===== config.mk =====
export PLATFORM = sky130hd
export DESIGN_NAME = acs_host
export DESIGN_NICKNAME = d
export VERILOG_FILES = /design/src/hw/acs_pkg.sv /design/src/hw/acs_ahb_slave.sv /design/src/hw/acs_dev_port.sv /design/src/hw/acs_host.sv
export SDC_FILE = /design/constraint.sdc
export NUM_CORES = 1
export LEC_CHECK = 0
export ABC_AREA = 0
export ABC_CLOCK_PERIOD_IN_PS = 2900
export BUFFER_PORTS_ARGS = -buffer_cell sky130_fd_sc_hd__buf_4
export CORE_MARGIN = 10
export CORE_UTILIZATION = 57
export DETAILED_ROUTE_END_ITERATION = 8
export PLACE_DENSITY_LB_ADDON = 0.08
export SLEW_MARGIN = 25
export SYNTH_ARGS = -nofsm -noshare
export SYNTH_HDL_FRONTEND = slang
export SYNTH_SLANG_ARGS = --single-unit

===== constraint.sdc =====
create_clock -name clk -period 2.9 [get_ports clk]
set_input_delay 0.58 -clock clk [delete_from_list [all_inputs] [get_ports clk]]
set_output_delay 0.58 -clock clk [all_outputs]
set_load 0.01 [all_outputs]

===== src/hw/acs_pkg.sv =====
package acs_pkg;

  // host-side register byte offsets
  localparam logic [7:0] ACS_CFG_OFS  = 8'h00;
  localparam logic [7:0] ACS_CMD_OFS  = 8'h04;
  localparam logic [7:0] ACS_STAT_OFS = 8'h08;
  localparam logic [7:0] ACS_RES_OFS  = 8'h0c;
  localparam logic [7:0] ACS_CAL_OFS  = 8'h10;
  localparam logic [2:0] ACS_CFG_IDX  = 3'h0;
  localparam logic [2:0] ACS_CMD_IDX  = 3'h1;
  localparam logic [2:0] ACS_STAT_IDX = 3'h2;
  localparam logic [2:0] ACS_RES_IDX  = 3'h3;
  localparam logic [2:0] ACS_CAL_IDX  = 3'h4;
  localparam int         ACS_NUM_REGS = 5;

  // command and status bits
  localparam int ACS_CMD_CONV   = 0;
  localparam int ACS_CMD_CAL    = 1;
  localparam int ACS_ST_BUSY    = 0;
  localparam int ACS_ST_DONE    = 1;
  localparam int ACS_ST_ERR     = 2;
  localparam int ACS_ST_DEVBUSY = 3;
  localparam int ACS_ST_TSON    = 4;
  localparam int ACS_ST_PWRON   = 5;

  // device register indices on the device port
  localparam logic [3:0] ACS_DEV_RES_LO = 4'h0;
  localparam logic [3:0] ACS_DEV_RES_HI = 4'h1;
  localparam logic [3:0] ACS_DEV_MAIN   = 4'h2;
  localparam logic [3:0] ACS_DEV_SRCCLK = 4'h3;
  localparam logic [3:0] ACS_DEV_TEMP   = 4'h4;
  localparam logic [3:0] ACS_DEV_BG     = 4'h5;
  localparam logic [3:0] ACS_DEV_CAL_HI = 4'h6;
  localparam logic [3:0] ACS_DEV_CAL_LO = 4'h7;

  // device field positions
  localparam int ACS_MAIN_START = 7;
  localparam int ACS_MAIN_BUSY  = 6;
  localparam int ACS_MAIN_PWR   = 5;
  localparam int ACS_MAIN_ALIGN = 4;
  localparam int ACS_SRC_LSB    = 5;
  localparam int ACS_REF_LSB    = 3;
  localparam int ACS_TEMP_RSV   = 1;
  localparam int ACS_TEMP_TEMP_SENSOR_ENABLE  = 0;
  localparam int ACS_CH_NONE    = 3;
  localparam logic [7:0] ACS_TEMP_RESET = 8'h02;
  localparam logic [7:0] ACS_BG_RESET   = 8'h00;

  // input source and reference codes
  localparam logic [2:0] ACS_SRC_EXT    = 3'h0;
  localparam logic [2:0] ACS_SRC_BG     = 3'h1;
  localparam logic [2:0] ACS_SRC_TSO    = 3'h2;
  localparam logic [2:0] ACS_SRC_OPP    = 3'h4;
  localparam logic [2:0] ACS_SRC_FORBID = 3'h7;
  localparam logic [1:0] ACS_REF_PIN    = 2'h0;
  localparam logic [1:0] ACS_REF_TS     = 2'h2;

  // timing
  localparam int ACS_CLK_PERIOD_NS   = 50;
  localparam int ACS_SETTLE_TIME_NS  = 200000;
  localparam int ACS_POWERUP_TIME_NS = 10000;
  localparam int ACS_SETTLE_CYC  =
    (ACS_SETTLE_TIME_NS + ACS_CLK_PERIOD_NS - 1) / ACS_CLK_PERIOD_NS;
  localparam int ACS_POWERUP_CYC =
    (ACS_POWERUP_TIME_NS + ACS_CLK_PERIOD_NS - 1) / ACS_CLK_PERIOD_NS;
  localparam int ACS_ADCK_MIN_NS = 500;
  localparam int ACS_ADCK_MAX_NS = 10000;
  localparam int ACS_TSCK_MIN_NS = 1000;
  localparam int ACS_TSCK_MAX_NS = 2000;
  localparam int ACS_CNT_W       = 12;

  typedef struct packed {
    logic       regulator_ref_path_switch;
    logic       autoOff;
    logic       bgEn;
    logic       temp_sensor_enable;
    logic       align;
    logic [2:0] div;
    logic [1:0] refSel;
    logic [3:0] chan;
    logic [2:0] src;
  } acs_cfg_s;

  typedef struct packed {
    logic       we;
    logic       re;
    logic [3:0] addr;
    logic [7:0] wdata;
  } acs_dreq_s;

  typedef enum logic [3:0] {
    ST_IDLE, ST_BG, ST_TEMP, ST_SETTLE, ST_MAIN, ST_SRC, ST_PWRUP, ST_START_HI,
    ST_START_LO, ST_POLL, ST_RD_HI, ST_RD_LO, ST_PWROFF, ST_CAL_HI, ST_CAL_LO
  } acs_state_e;

  typedef enum logic [1:0] {P_IDLE, P_ACT, P_CAP} acs_port_e;

endpackage : acs_pkg

===== src/hw/acs_ahb_slave.sv =====
`timescale 1ns/10ps
module acs_ahb_slave
  import acs_pkg::*;
(
  input  wire logic                          clk,       // system clock
  input  wire logic                          rstn,      // async reset, active low
  input  wire logic                          ce,        // clock enable
  input  wire logic                          hsel,      // slave select
  input  wire logic [31:0]                   haddr,     // byte address
  input  wire logic [1:0]                    htrans,    // transfer type
  input  wire logic                          hwrite,    // write when high
  input  wire logic [2:0]                    hsize,     // transfer size
  input  wire logic [31:0]                   hwdata,    // write data
  input  wire logic                          hready,    // bus ready
  input  wire logic [ACS_NUM_REGS-1:0][31:0] rdWords,   // register read values
  output logic [31:0]                        hrdata,    // read data
  output logic                               hreadyout, // slave ready
  output logic                               hresp,     // always okay
  output logic                               wrEn,      // register write strobe
  output logic [2:0]                         wrIdx,     // register index written
  output logic [31:0]                        wrData     // register write data
);
  logic       dphWr;
  logic [2:0] dphIdx;
  logic       dphHit;
  logic       accept;
  logic       hit;

  assign accept = hsel && htrans[1] && hready;
  assign hit    = (haddr[7:5] == 3'h0) && (haddr[4:2] < 3'(ACS_NUM_REGS));

  // only whole-word single transfers are expected; hsize is not decoded
  always_ff @(posedge clk or negedge rstn) begin
    if (!rstn) begin
      dphWr     <= 1'b0;
      dphIdx    <= 3'h0;
      dphHit    <= 1'b0;
      hrdata    <= 32'h0;
      hreadyout <= 1'b0;
      hresp     <= 1'b0;
    end else if (ce) begin
      hreadyout <= 1'b1;
      hresp     <= 1'b0;
      dphWr     <= accept && hwrite;
      dphIdx    <= haddr[4:2];
      dphHit    <= hit;
      if (accept && !hwrite) begin
        hrdata <= hit ? rdWords[haddr[4:2]] : 32'h0;
      end
    end
  end

  assign wrEn   = ce && dphWr && dphHit;
  assign wrIdx  = dphIdx;
  assign wrData = hwdata;

endmodule : acs_ahb_slave


===== src/hw/acs_dev_port.sv =====
`timescale 1ns/10ps
module acs_dev_port
  import acs_pkg::*;
(
  input  wire logic       clk,      // system clock
  input  wire logic       rstn,     // async reset, active low
  input  wire logic       ce,       // clock enable
  input  wire logic       reqValid, // one-cycle access request
  input  wire acs_dreq_s  req,      // access kind, index and data
  input  wire logic [7:0] devRdata, // device read data
  output acs_dreq_s       devReq,   // strobes to the device
  output logic            done,     // one-cycle completion pulse
  output logic [7:0]      rdata     // captured read data
);
  acs_port_e pst;

  // device answers a read one cycle after its read strobe
  always_ff @(posedge clk or negedge rstn) begin
    if (!rstn) begin
      pst    <= P_IDLE;
      devReq <= '0;
      done   <= 1'b0;
      rdata  <= 8'h0;
    end else if (ce) begin
      done <= 1'b0;
      case (pst)
        P_IDLE: begin
          if (reqValid) begin
            devReq <= req;
            pst    <= P_ACT;
          end
        end
        P_ACT: begin
          devReq.we <= 1'b0;
          devReq.re <= 1'b0;
          if (devReq.re) begin
            pst <= P_CAP;
          end else begin
            done <= 1'b1;
            pst  <= P_IDLE;
          end
        end
        P_CAP: begin
          rdata <= devRdata;
          done  <= 1'b1;
          pst   <= P_IDLE;
        end
        default: pst <= P_IDLE;
      endcase
    end
  end

endmodule : acs_dev_port


===== src/hw/acs_host.sv =====
`timescale 1ns/10ps
module acs_host
  import acs_pkg::*;
(
  input  wire logic        clk,               // system clock, 20 MHz
  input  wire logic        rstn,              // async reset, active low
  input  wire logic        ce,                // clock enable
  input  wire logic        hsel,              // slave select
  input  wire logic [31:0] haddr,             // byte address
  input  wire logic [1:0]  htrans,            // transfer type
  input  wire logic        hwrite,            // write when high
  input  wire logic [2:0]  hsize,             // transfer size
  input  wire logic [31:0] hwdata,            // write data
  input  wire logic        hready,            // bus ready
  output logic [31:0]      hrdata,            // read data
  output logic             hreadyout,         // slave ready
  output logic             hresp,             // response, always okay
  input  wire logic [7:0]  devRdata,          // device read data
  output acs_dreq_s        devReq,            // device register strobes
  output logic             regRefPathSwitch   // regulator reference path switch
);
  import acs_pkg::*;

  acs_cfg_s                  cfg;
  acs_cfg_s                  act;
  acs_state_e                state;
  logic                      doneSticky;
  logic                      errSticky;
  logic                      devBusy;
  logic                      tsOn;
  logic                      pwrOn;
  logic                      bgOn;
  logic [1:0]                devRef;
  logic [ACS_CNT_W-1:0]      settleCnt;
  logic [ACS_CNT_W-1:0]      pwrCnt;
  logic [11:0]               result;
  logic [11:0]               calib;
  logic [7:0]                hiByte;
  logic                      reqValid;
  acs_dreq_s                 reqData;
  logic                      issued;
  logic                      portDone;
  logic [7:0]                portRdata;
  logic                      wrEn;
  logic [2:0]                wrIdx;
  logic [31:0]               wrData;
  logic [ACS_NUM_REGS-1:0][31:0] rdWords;
  logic                      seqBusy;
  logic                      cfgBad;
  logic                      isInternal;
  logic                      stepAcc;
  acs_dreq_s                 step;
  logic                      goConv;
  logic                      goCal;
  logic                      clrDone;
  logic                      clrErr;
  logic                      next_regulator_ref_path_switch;

  acs_ahb_slave u_slave (
    .clk       (clk),
    .rstn      (rstn),
    .ce        (ce),
    .hsel      (hsel),
    .haddr     (haddr),
    .htrans    (htrans),
    .hwrite    (hwrite),
    .hsize     (hsize),
    .hwdata    (hwdata),
    .hready    (hready),
    .rdWords   (rdWords),
    .hrdata    (hrdata),
    .hreadyout (hreadyout),
    .hresp     (hresp),
    .wrEn      (wrEn),
    .wrIdx     (wrIdx),
    .wrData    (wrData)
  );

  acs_dev_port u_port (
    .clk      (clk),
    .rstn     (rstn),
    .ce       (ce),
    .reqValid (reqValid),
    .req      (reqData),
    .devRdata (devRdata),
    .devReq   (devReq),
    .done     (portDone),
    .rdata    (portRdata)
  );

  // converter clock period in ns for a divider code
  function automatic int adckNs(input logic [2:0] code);
    adckNs = ACS_CLK_PERIOD_NS << code;
  endfunction : adckNs

  assign seqBusy    = (state != ST_IDLE);
  assign isInternal = (act.src >= ACS_SRC_BG) && (act.src <= ACS_SRC_OPP);
  assign goConv     = wrEn && (wrIdx == ACS_CMD_IDX) && wrData[ACS_CMD_CONV];
  assign goCal      = wrEn && (wrIdx == ACS_CMD_IDX) && wrData[ACS_CMD_CAL];
  assign clrDone    = wrEn && (wrIdx == ACS_STAT_IDX) && wrData[ACS_ST_DONE];
  assign clrErr     = wrEn && (wrIdx == ACS_STAT_IDX) && wrData[ACS_ST_ERR];

  // refuse settings that would break the device's usage limits
  always_comb begin
    cfgBad = 1'b0;
    if (cfg.src == ACS_SRC_FORBID) cfgBad = 1'b1;
    if (cfg.src == ACS_SRC_TSO) begin
      if (!cfg.temp_sensor_enable) cfgBad = 1'b1;
      if (adckNs(cfg.div) < ACS_TSCK_MIN_NS || adckNs(cfg.div) > ACS_TSCK_MAX_NS)
        cfgBad = 1'b1;
    end else if (adckNs(cfg.div) < ACS_ADCK_MIN_NS || adckNs(cfg.div) > ACS_ADCK_MAX_NS) begin
      cfgBad = 1'b1;
    end
    if (cfg.refSel == ACS_REF_TS && !cfg.temp_sensor_enable) cfgBad = 1'b1;
  end

  // register read view
  always_comb begin
    rdWords               = '0;
    rdWords[ACS_CFG_IDX]  = 32'(cfg);
    rdWords[ACS_STAT_IDX] = {26'h0, pwrOn, tsOn, devBusy, errSticky, doneSticky, seqBusy};
    rdWords[ACS_RES_IDX]  = {20'h0, result};
    rdWords[ACS_CAL_IDX]  = {20'h0, calib};
  end

  // device access for each sequencer step except idle and the settle and power-up waits
  always_comb begin
    stepAcc = 1'b1;
    step    = '0;
    case (state)
      ST_BG: begin
        step.we    = 1'b1;
        step.addr  = ACS_DEV_BG;
        step.wdata = {7'h0, act.bgEn | (act.src == ACS_SRC_BG)};
      end
      ST_TEMP: begin
        step.we    = 1'b1;
        step.addr  = ACS_DEV_TEMP;
        step.wdata = {6'h0, 1'b1, act.temp_sensor_enable};
      end
      ST_MAIN, ST_START_HI, ST_START_LO, ST_PWROFF: begin
        step.we                    = 1'b1;
        step.addr                  = ACS_DEV_MAIN;
        step.wdata[ACS_MAIN_START] = (state == ST_START_HI);
        step.wdata[ACS_MAIN_PWR]   = (state != ST_PWROFF);
        step.wdata[ACS_MAIN_ALIGN] = act.align;
        step.wdata[3:0]            = isInternal ? {1'b1, act.chan[2:0]} : act.chan;
      end
      ST_SRC: begin
        step.we    = 1'b1;
        step.addr  = ACS_DEV_SRCCLK;
        step.wdata = {act.src, act.refSel, act.div};
      end
      ST_POLL: begin
        step.re   = 1'b1;
        step.addr = ACS_DEV_MAIN;
      end
      ST_RD_HI, ST_RD_LO: begin
        step.re   = 1'b1;
        step.addr = (state == ST_RD_HI) ? ACS_DEV_RES_HI : ACS_DEV_RES_LO;
      end
      ST_CAL_HI, ST_CAL_LO: begin
        step.re   = 1'b1;
        step.addr = (state == ST_CAL_HI) ? ACS_DEV_CAL_HI : ACS_DEV_CAL_LO;
      end
      default: stepAcc = 1'b0;
    endcase
  end

  // software configuration, locked while a sequence runs
  always_ff @(posedge clk or negedge rstn) begin
    if (!rstn) begin
      cfg <= '0;
    end else if (ce && wrEn && wrIdx == ACS_CFG_IDX && !seqBusy) begin
      cfg <= acs_cfg_s'(wrData[$bits(acs_cfg_s)-1:0]);
    end
  end

  // sticky status: a set wins over a clear in the same cycle
  always_ff @(posedge clk or negedge rstn) begin
    if (!rstn) begin
      doneSticky <= 1'b0;
      errSticky  <= 1'b0;
    end else if (ce) begin
      if (portDone && (state == ST_RD_LO || state == ST_CAL_LO)) begin
        doneSticky <= 1'b1;
      end else if (clrDone) begin
        doneSticky <= 1'b0;
      end
      if (state == ST_IDLE && goConv && cfgBad) errSticky <= 1'b1;
      else if (clrErr) errSticky <= 1'b0;
    end
  end

  // sequencer
  always_ff @(posedge clk or negedge rstn) begin
    if (!rstn) begin
      state    <= ST_IDLE;
      act      <= '0;
      reqValid <= 1'b0;
      reqData  <= '0;
      issued   <= 1'b0;
      hiByte   <= 8'h0;
      result   <= 12'h0;
      calib    <= 12'h0;
      devBusy  <= 1'b0;
    end else if (ce) begin
      reqValid <= 1'b0;
      if (stepAcc && !issued) begin
        reqValid <= 1'b1;
        reqData  <= step;
        issued   <= 1'b1;
      end
      if (portDone) issued <= 1'b0;
      case (state)
        ST_IDLE: begin
          if (goConv && !cfgBad) begin
            act   <= cfg;
            state <= ST_BG;
          end else if (goCal) begin
            state <= ST_CAL_HI;
          end
        end
        ST_BG:     if (portDone) state <= ST_TEMP;
        ST_TEMP:   if (portDone) state <= ST_SETTLE;
        ST_SETTLE: if (settleCnt == '0) state <= ST_MAIN;
        ST_MAIN:   if (portDone) state <= ST_SRC;
        ST_SRC:    if (portDone) state <= ST_PWRUP;
        ST_PWRUP:  if (pwrCnt == '0 && !devBusy) state <= ST_START_HI;
        ST_START_HI: if (portDone) state <= ST_START_LO;
        ST_START_LO: if (portDone) state <= ST_POLL;
        ST_POLL: begin
          if (portDone) begin
            devBusy <= portRdata[ACS_MAIN_BUSY];
            if (!portRdata[ACS_MAIN_BUSY]) state <= ST_RD_HI;
          end
        end
        ST_RD_HI, ST_CAL_HI: begin
          if (portDone) begin
            hiByte <= portRdata;
            state  <= (state == ST_RD_HI) ? ST_RD_LO : ST_CAL_LO;
          end
        end
        ST_RD_LO: begin
          if (portDone) begin
            result <= act.align ? {hiByte[3:0], portRdata} : {hiByte, portRdata[7:4]};
            state  <= act.autoOff ? ST_PWROFF : ST_IDLE;
          end
        end
        ST_CAL_LO: begin
          if (portDone) begin
            calib <= {hiByte, portRdata[7:4]};
            state <= ST_IDLE;
          end
        end
        ST_PWROFF: if (portDone) state <= ST_IDLE;
        default:   state <= ST_IDLE;
      endcase
    end
  end

  // shadow of what the device was last told, with the settle and power-up timers
  always_ff @(posedge clk or negedge rstn) begin
    if (!rstn) begin
      tsOn      <= ACS_TEMP_RESET[ACS_TEMP_TEMP_SENSOR_ENABLE];
      bgOn      <= ACS_BG_RESET[0];
      pwrOn     <= 1'b0;
      devRef    <= ACS_REF_PIN;
      settleCnt <= '0;
      pwrCnt    <= '0;
    end else if (ce) begin
      if (settleCnt != '0) settleCnt <= settleCnt - 1'b1;
      if (pwrCnt != '0) pwrCnt <= pwrCnt - 1'b1;
      if (reqValid && reqData.we) begin
        case (reqData.addr)
          ACS_DEV_TEMP: begin
            tsOn <= reqData.wdata[ACS_TEMP_TEMP_SENSOR_ENABLE];
            if (reqData.wdata[ACS_TEMP_TEMP_SENSOR_ENABLE] && !tsOn)
              settleCnt <= ACS_CNT_W'(ACS_SETTLE_CYC);
          end
          ACS_DEV_BG:     bgOn <= reqData.wdata[0];
          ACS_DEV_SRCCLK: devRef <= reqData.wdata[ACS_REF_LSB +: 2];
          ACS_DEV_MAIN: begin
            pwrOn <= reqData.wdata[ACS_MAIN_PWR];
            if (reqData.wdata[ACS_MAIN_PWR] && !pwrOn)
              pwrCnt <= ACS_CNT_W'(ACS_POWERUP_CYC);
          end
          default: ;
        endcase
      end
    end
  end

  // path switch only while the device and the setting both choose the pin reference
  assign next_regulator_ref_path_switch = cfg.regulator_ref_path_switch && (cfg.refSel == ACS_REF_PIN) && (devRef == ACS_REF_PIN);

  always_ff @(posedge clk or negedge rstn) begin
    if (!rstn) begin
      regRefPathSwitch <= 1'b0;
    end else if (ce) begin
      regRefPathSwitch <= next_regulator_ref_path_switch;
    end
  end

  logic startWr;
  logic startClr;
  logic srcWr;
  assign startWr  = devReq.we && devReq.addr == ACS_DEV_MAIN && devReq.wdata[ACS_MAIN_START];
  assign startClr = devReq.we && devReq.addr == ACS_DEV_MAIN && !devReq.wdata[ACS_MAIN_START];
  assign srcWr    = devReq.we && devReq.addr == ACS_DEV_SRCCLK;
endmodule : acs_host


==> summary.md <==
| Metric | Value |
|---|---|
| Synth area leaders | `dfrtp_1 (52%), mux2_2 (9.9%), nand2_1 (3.2%), o21ai_0 (3.1%), a21oi_1 (2.8%)` |
| Worst path slowest cell | `dfrtp_1` |
| Io pins | `132` |
| Post-synth EDFFs | `0` |
| Final hold vios | `0` |
| Htree depth | `4` |
| Setup crit start kind | `flip-flop` |
| Worst-Margin Slew | `900 ps` |
| Clock buffer depth | `2` |
| Syn. warnings | `0` |
| Total number of vias | `5834` |
| Maxcap violations | `0` |
| Hold buffer count at cts | `0` |
| Total Nets Final | `888` |
| Die height | `about 140 um` |
| # fillers | `1063` |
| DIE AREA | `~0.019 mm^2` |
| # clock sinks | `about 160` |
| Multiplexer share of the synthesized area | `0.141` |
| Total track usage | `0.202` |
| Total CTS buffers | `17` |
| Area after DPL | `approximately 0.0085 mm^2` |
| Worst Path Required | `3220 ps` |
| Max Clock Freq | `406 MHz` |
| Largest net degree at the start of global routing | `60` |
| Die Width | `137 um` |
| Vias in the first global route | `5848` |
| M2 GR Usage | `0.341` |
| CTS tree | `built` |
| Logic pwr share | `0.222` |
| Adder-Cell Fraction of Synth Area | `0.0144` |
| Fin crit share | `0.850` |
| Synthesized flop and latch total | `163` |
| Worst Setup End Kind | `flip-flop` |
| First-pass GRT wire length | `29800 um` |
| Delay-heaviest family, CP | `compound AO/OA/AOI/OAI gates` |
| Switching fraction of total power | `0.320` |
| Syn Area/Cell | `10.8 um^2` |
| CTS root buf | `clkbuf_16` |
| Initial DRC count | `450` |
| Switch Pwr | `approximately 2.1 mW` |
| Setup CP Type | `reg -> reg` |
| Internal | `4.55 mW` |
| Avg WL per Cell | `approximately 19 um` |
| Setup repair after global routing missed its margin | `no` |
| Routed wire length | `about 18000 um` |
| VDD IR-drop max | `approximately 430 uV` |
| ANT cells | `0` |
| Compound-cell area share of the yosys netlist | `0.128` |
| Setup_tns | `0 ps` |
| Post-DP HPWL | `13100 um` |
| Skew final | `13.2 ps` |
| PD cells | `roughly 740 mW/mm^2` |
| Core area | `0.0133 mm^2` |
| # rows | `42` |
| Register area share after synthesis | `0.521` |
| Cells after synthesis | `approximately 730` |
| # DRC | `0` |
| CTS clk-pin slew, worst paths | `approximately 70 ps` |
| Layout cells sized above 1 | `0.250` |
| Crit-path max FO | `16` |
| CP max stage delay | `around 470 ps` |
| PortBufs | `69` |
| Worst EP arrival | `approximately 2800 ps` |
| Resized cells post-CTS | `0` |
| Synth area leader | `dfrtp_1` |
| Buf/Inv on CP | `2` |
| Routability cong. | `0.885` |
| Post CTS Setup Buffer Count | `0` |
| Unique masters post-synth | `67` |
| Max_slew headroom | `0.400` |
| Initial Util | `0.586` |
| Cell Chain, Critical Path | `inv_1 -> ha_1 -> nor2_1 -> o311ai_0 -> o311a_1 -> and3_1 -> buf_4 -> mux2_2` |
| Total grt overflow | `0` |
| Initial antenna violation count | `0` |
| Vias per std cell | `5.93` |
| # setup viols final | `0` |
| Fin crit period | `about 2500 ps` |
| Mapped cell area | `between 0.007 and 0.008 mm^2` |
| Worst-skew pair later-pin latency | `440 ps` |
| Status | `finished clean` |
| Post-route design area | `0.00909 mm^2` |
| Final total power | `6.70 mW` |
| Worst hold path type | `in -> async` |
| Detailed-router iteration count before antenna repair | `5` |
| Syn-to-layout area delta | `16.2%` |
| Synth Area in Simple Gates | `0.132` |
| Largest family of logic cells by synthesized area | `multiplexers` |
| Clock power frac | `0.331` |
| XOR/XNOR share of the synthesized area | `0.0157` |
| Asr flop ratio synth | `1.00` |
| Static leakage | `4.32 nW` |
| Met1 usage | `0.245` |
| Power share of the sequential group | `0.447` |
| GRT busiest layer | `met2` |
| Ys flop type | `dfrtp_1` |
| Yosys top cell area share | `0.521` |
| Met3 Track Usage GR | `0.0433` |
| Number of routed nets with antenna violations | `0` |
| Max Transition Viols Final | `0` |
## sequential cells by signal, indices dropped and copies added (netlist names), 4 cells and up
signal and flops:
u_slave.hrdata 17, act 16, pwrCnt 12, hiByte 8, u_port.rdata 8, reqData 13, u_port.devReq 13, result 12
state 4, calib 12, cfg 17, settleCnt 12
## kinds of logic after synthesis
logic type / count (synthesis)
compound gates: 156
buf+inv: 76
flops: 163
simple gates: 206
mux: 100
fa+ha+maj: 9
xor+xnor: 14
other cells: 1
## power groups by stage
stage | logic, mW | clock network, mW | registers (mW)
2_1_floorplan | 1.14 | 0 | 2.90
3_3_place_gp | 1.40 | 0 | 2.99
3_5_place_dp | 1.47 | 0 | 3.02
4_1_cts | 1.49 | 2.24 | 2.99
5_1_grt | 1.66 | 2.34 | 3.05
6_report | 1.49 | 2.21 | 2.99
## synth_stat cells (8+ instances only)
master / count
a21oi_1: 44
a22oi_1: 13
and3_1: 8
buf_2: 10
buf_4: 19
clkbuf_1: 20
dfrtp_1: 163
ha_1: 9
inv_1: 21
mux2_1: 14
mux2_2: 69
mux2i_1: 17
nand2_1: 66
nand2b_1: 12
nand3_1: 13
nor2_1: 57
nor3_1: 11
o21ai_0: 49
xnor2_1: 12
## worst paths after layout
| kind | from | to | slack (ps) | depth (start not counted) |
|---|---|---|---|---|
| worst max-delay path | cfg[10] | act[1] | 430 | 8 |
| worst min-delay path | rstn | u_port.devReq[1] | 110 | 1 |
| worst max register to register | cfg[10] | act[1] | 430 | 8 |
| worst min register to register | u_slave.hrdata[11] | u_slave.hrdata[11] | 480 | 2 |
| max in group asynchronous | rstn | u_slave.hrdata[5] | 1980 | 2 |
| min in group clk | hwdata[8] | cfg[8] | 350 | 3 |
## metrics by stage
stage                util  setup slack [ps]  hold slack (ps)  instances
CTS                 0.681               417              132        984
finish              0.681               435              114        984
floorplan               -               687              284        741
global placement    0.638               438              456        953
detailed placement  0.638               397              463        953
global route        0.681               217              159        984
## placed cells by master, fill, tap and decap left out, types with 4 or more instances in the layout
| master | count |
|---|---|
| nor2_1 | 57 |
| xnor2_1 | 12 |
| mux2i_1 | 17 |
| mux2_2 | 69 |
| nand2_1 | 66 |
| nand2b_1 | 12 |
| conb_1 | 17 |
| a211o_1 | 6 |
| o21ai_0 | 49 |
| or3_1 | 4 |
| nand3_1 | 13 |
| nor4_1 | 5 |
| nor2b_1 | 4 |
| inv_1 | 21 |
| dfrtp_1 | 163 |
| a21oi_1 | 44 |
| and3_1 | 8 |
| nor3_1 | 10 |
| clkbuf_16 | 17 |
| a22o_1 | 6 |
| ha_1 | 9 |
| buf_4 | 87 |
| mux2_1 | 14 |
| a22oi_1 | 13 |
## routing by layer
layer	routed length [um]	share of wire	vias to the layer above
li1	-	-	2674
met1	7580	0.42	2945
met2	9130	0.50	180
met3	1050	0.058	35
met4	463	0.025	0
met5	0	0	-
## cell type report
cell class	count	area [um^2]	share of cell area
clock buffers	20	447	0.0491
clock inverters	11	128	0.0140
inverters	23	86.3	0.00949
multi-input cells	502	3450	0.379
flip-flops and latches	163	4080	0.448
well taps	176	220	0.0242
repair buffers	89	684	0.0753
(Power assumes the default switching activity.)
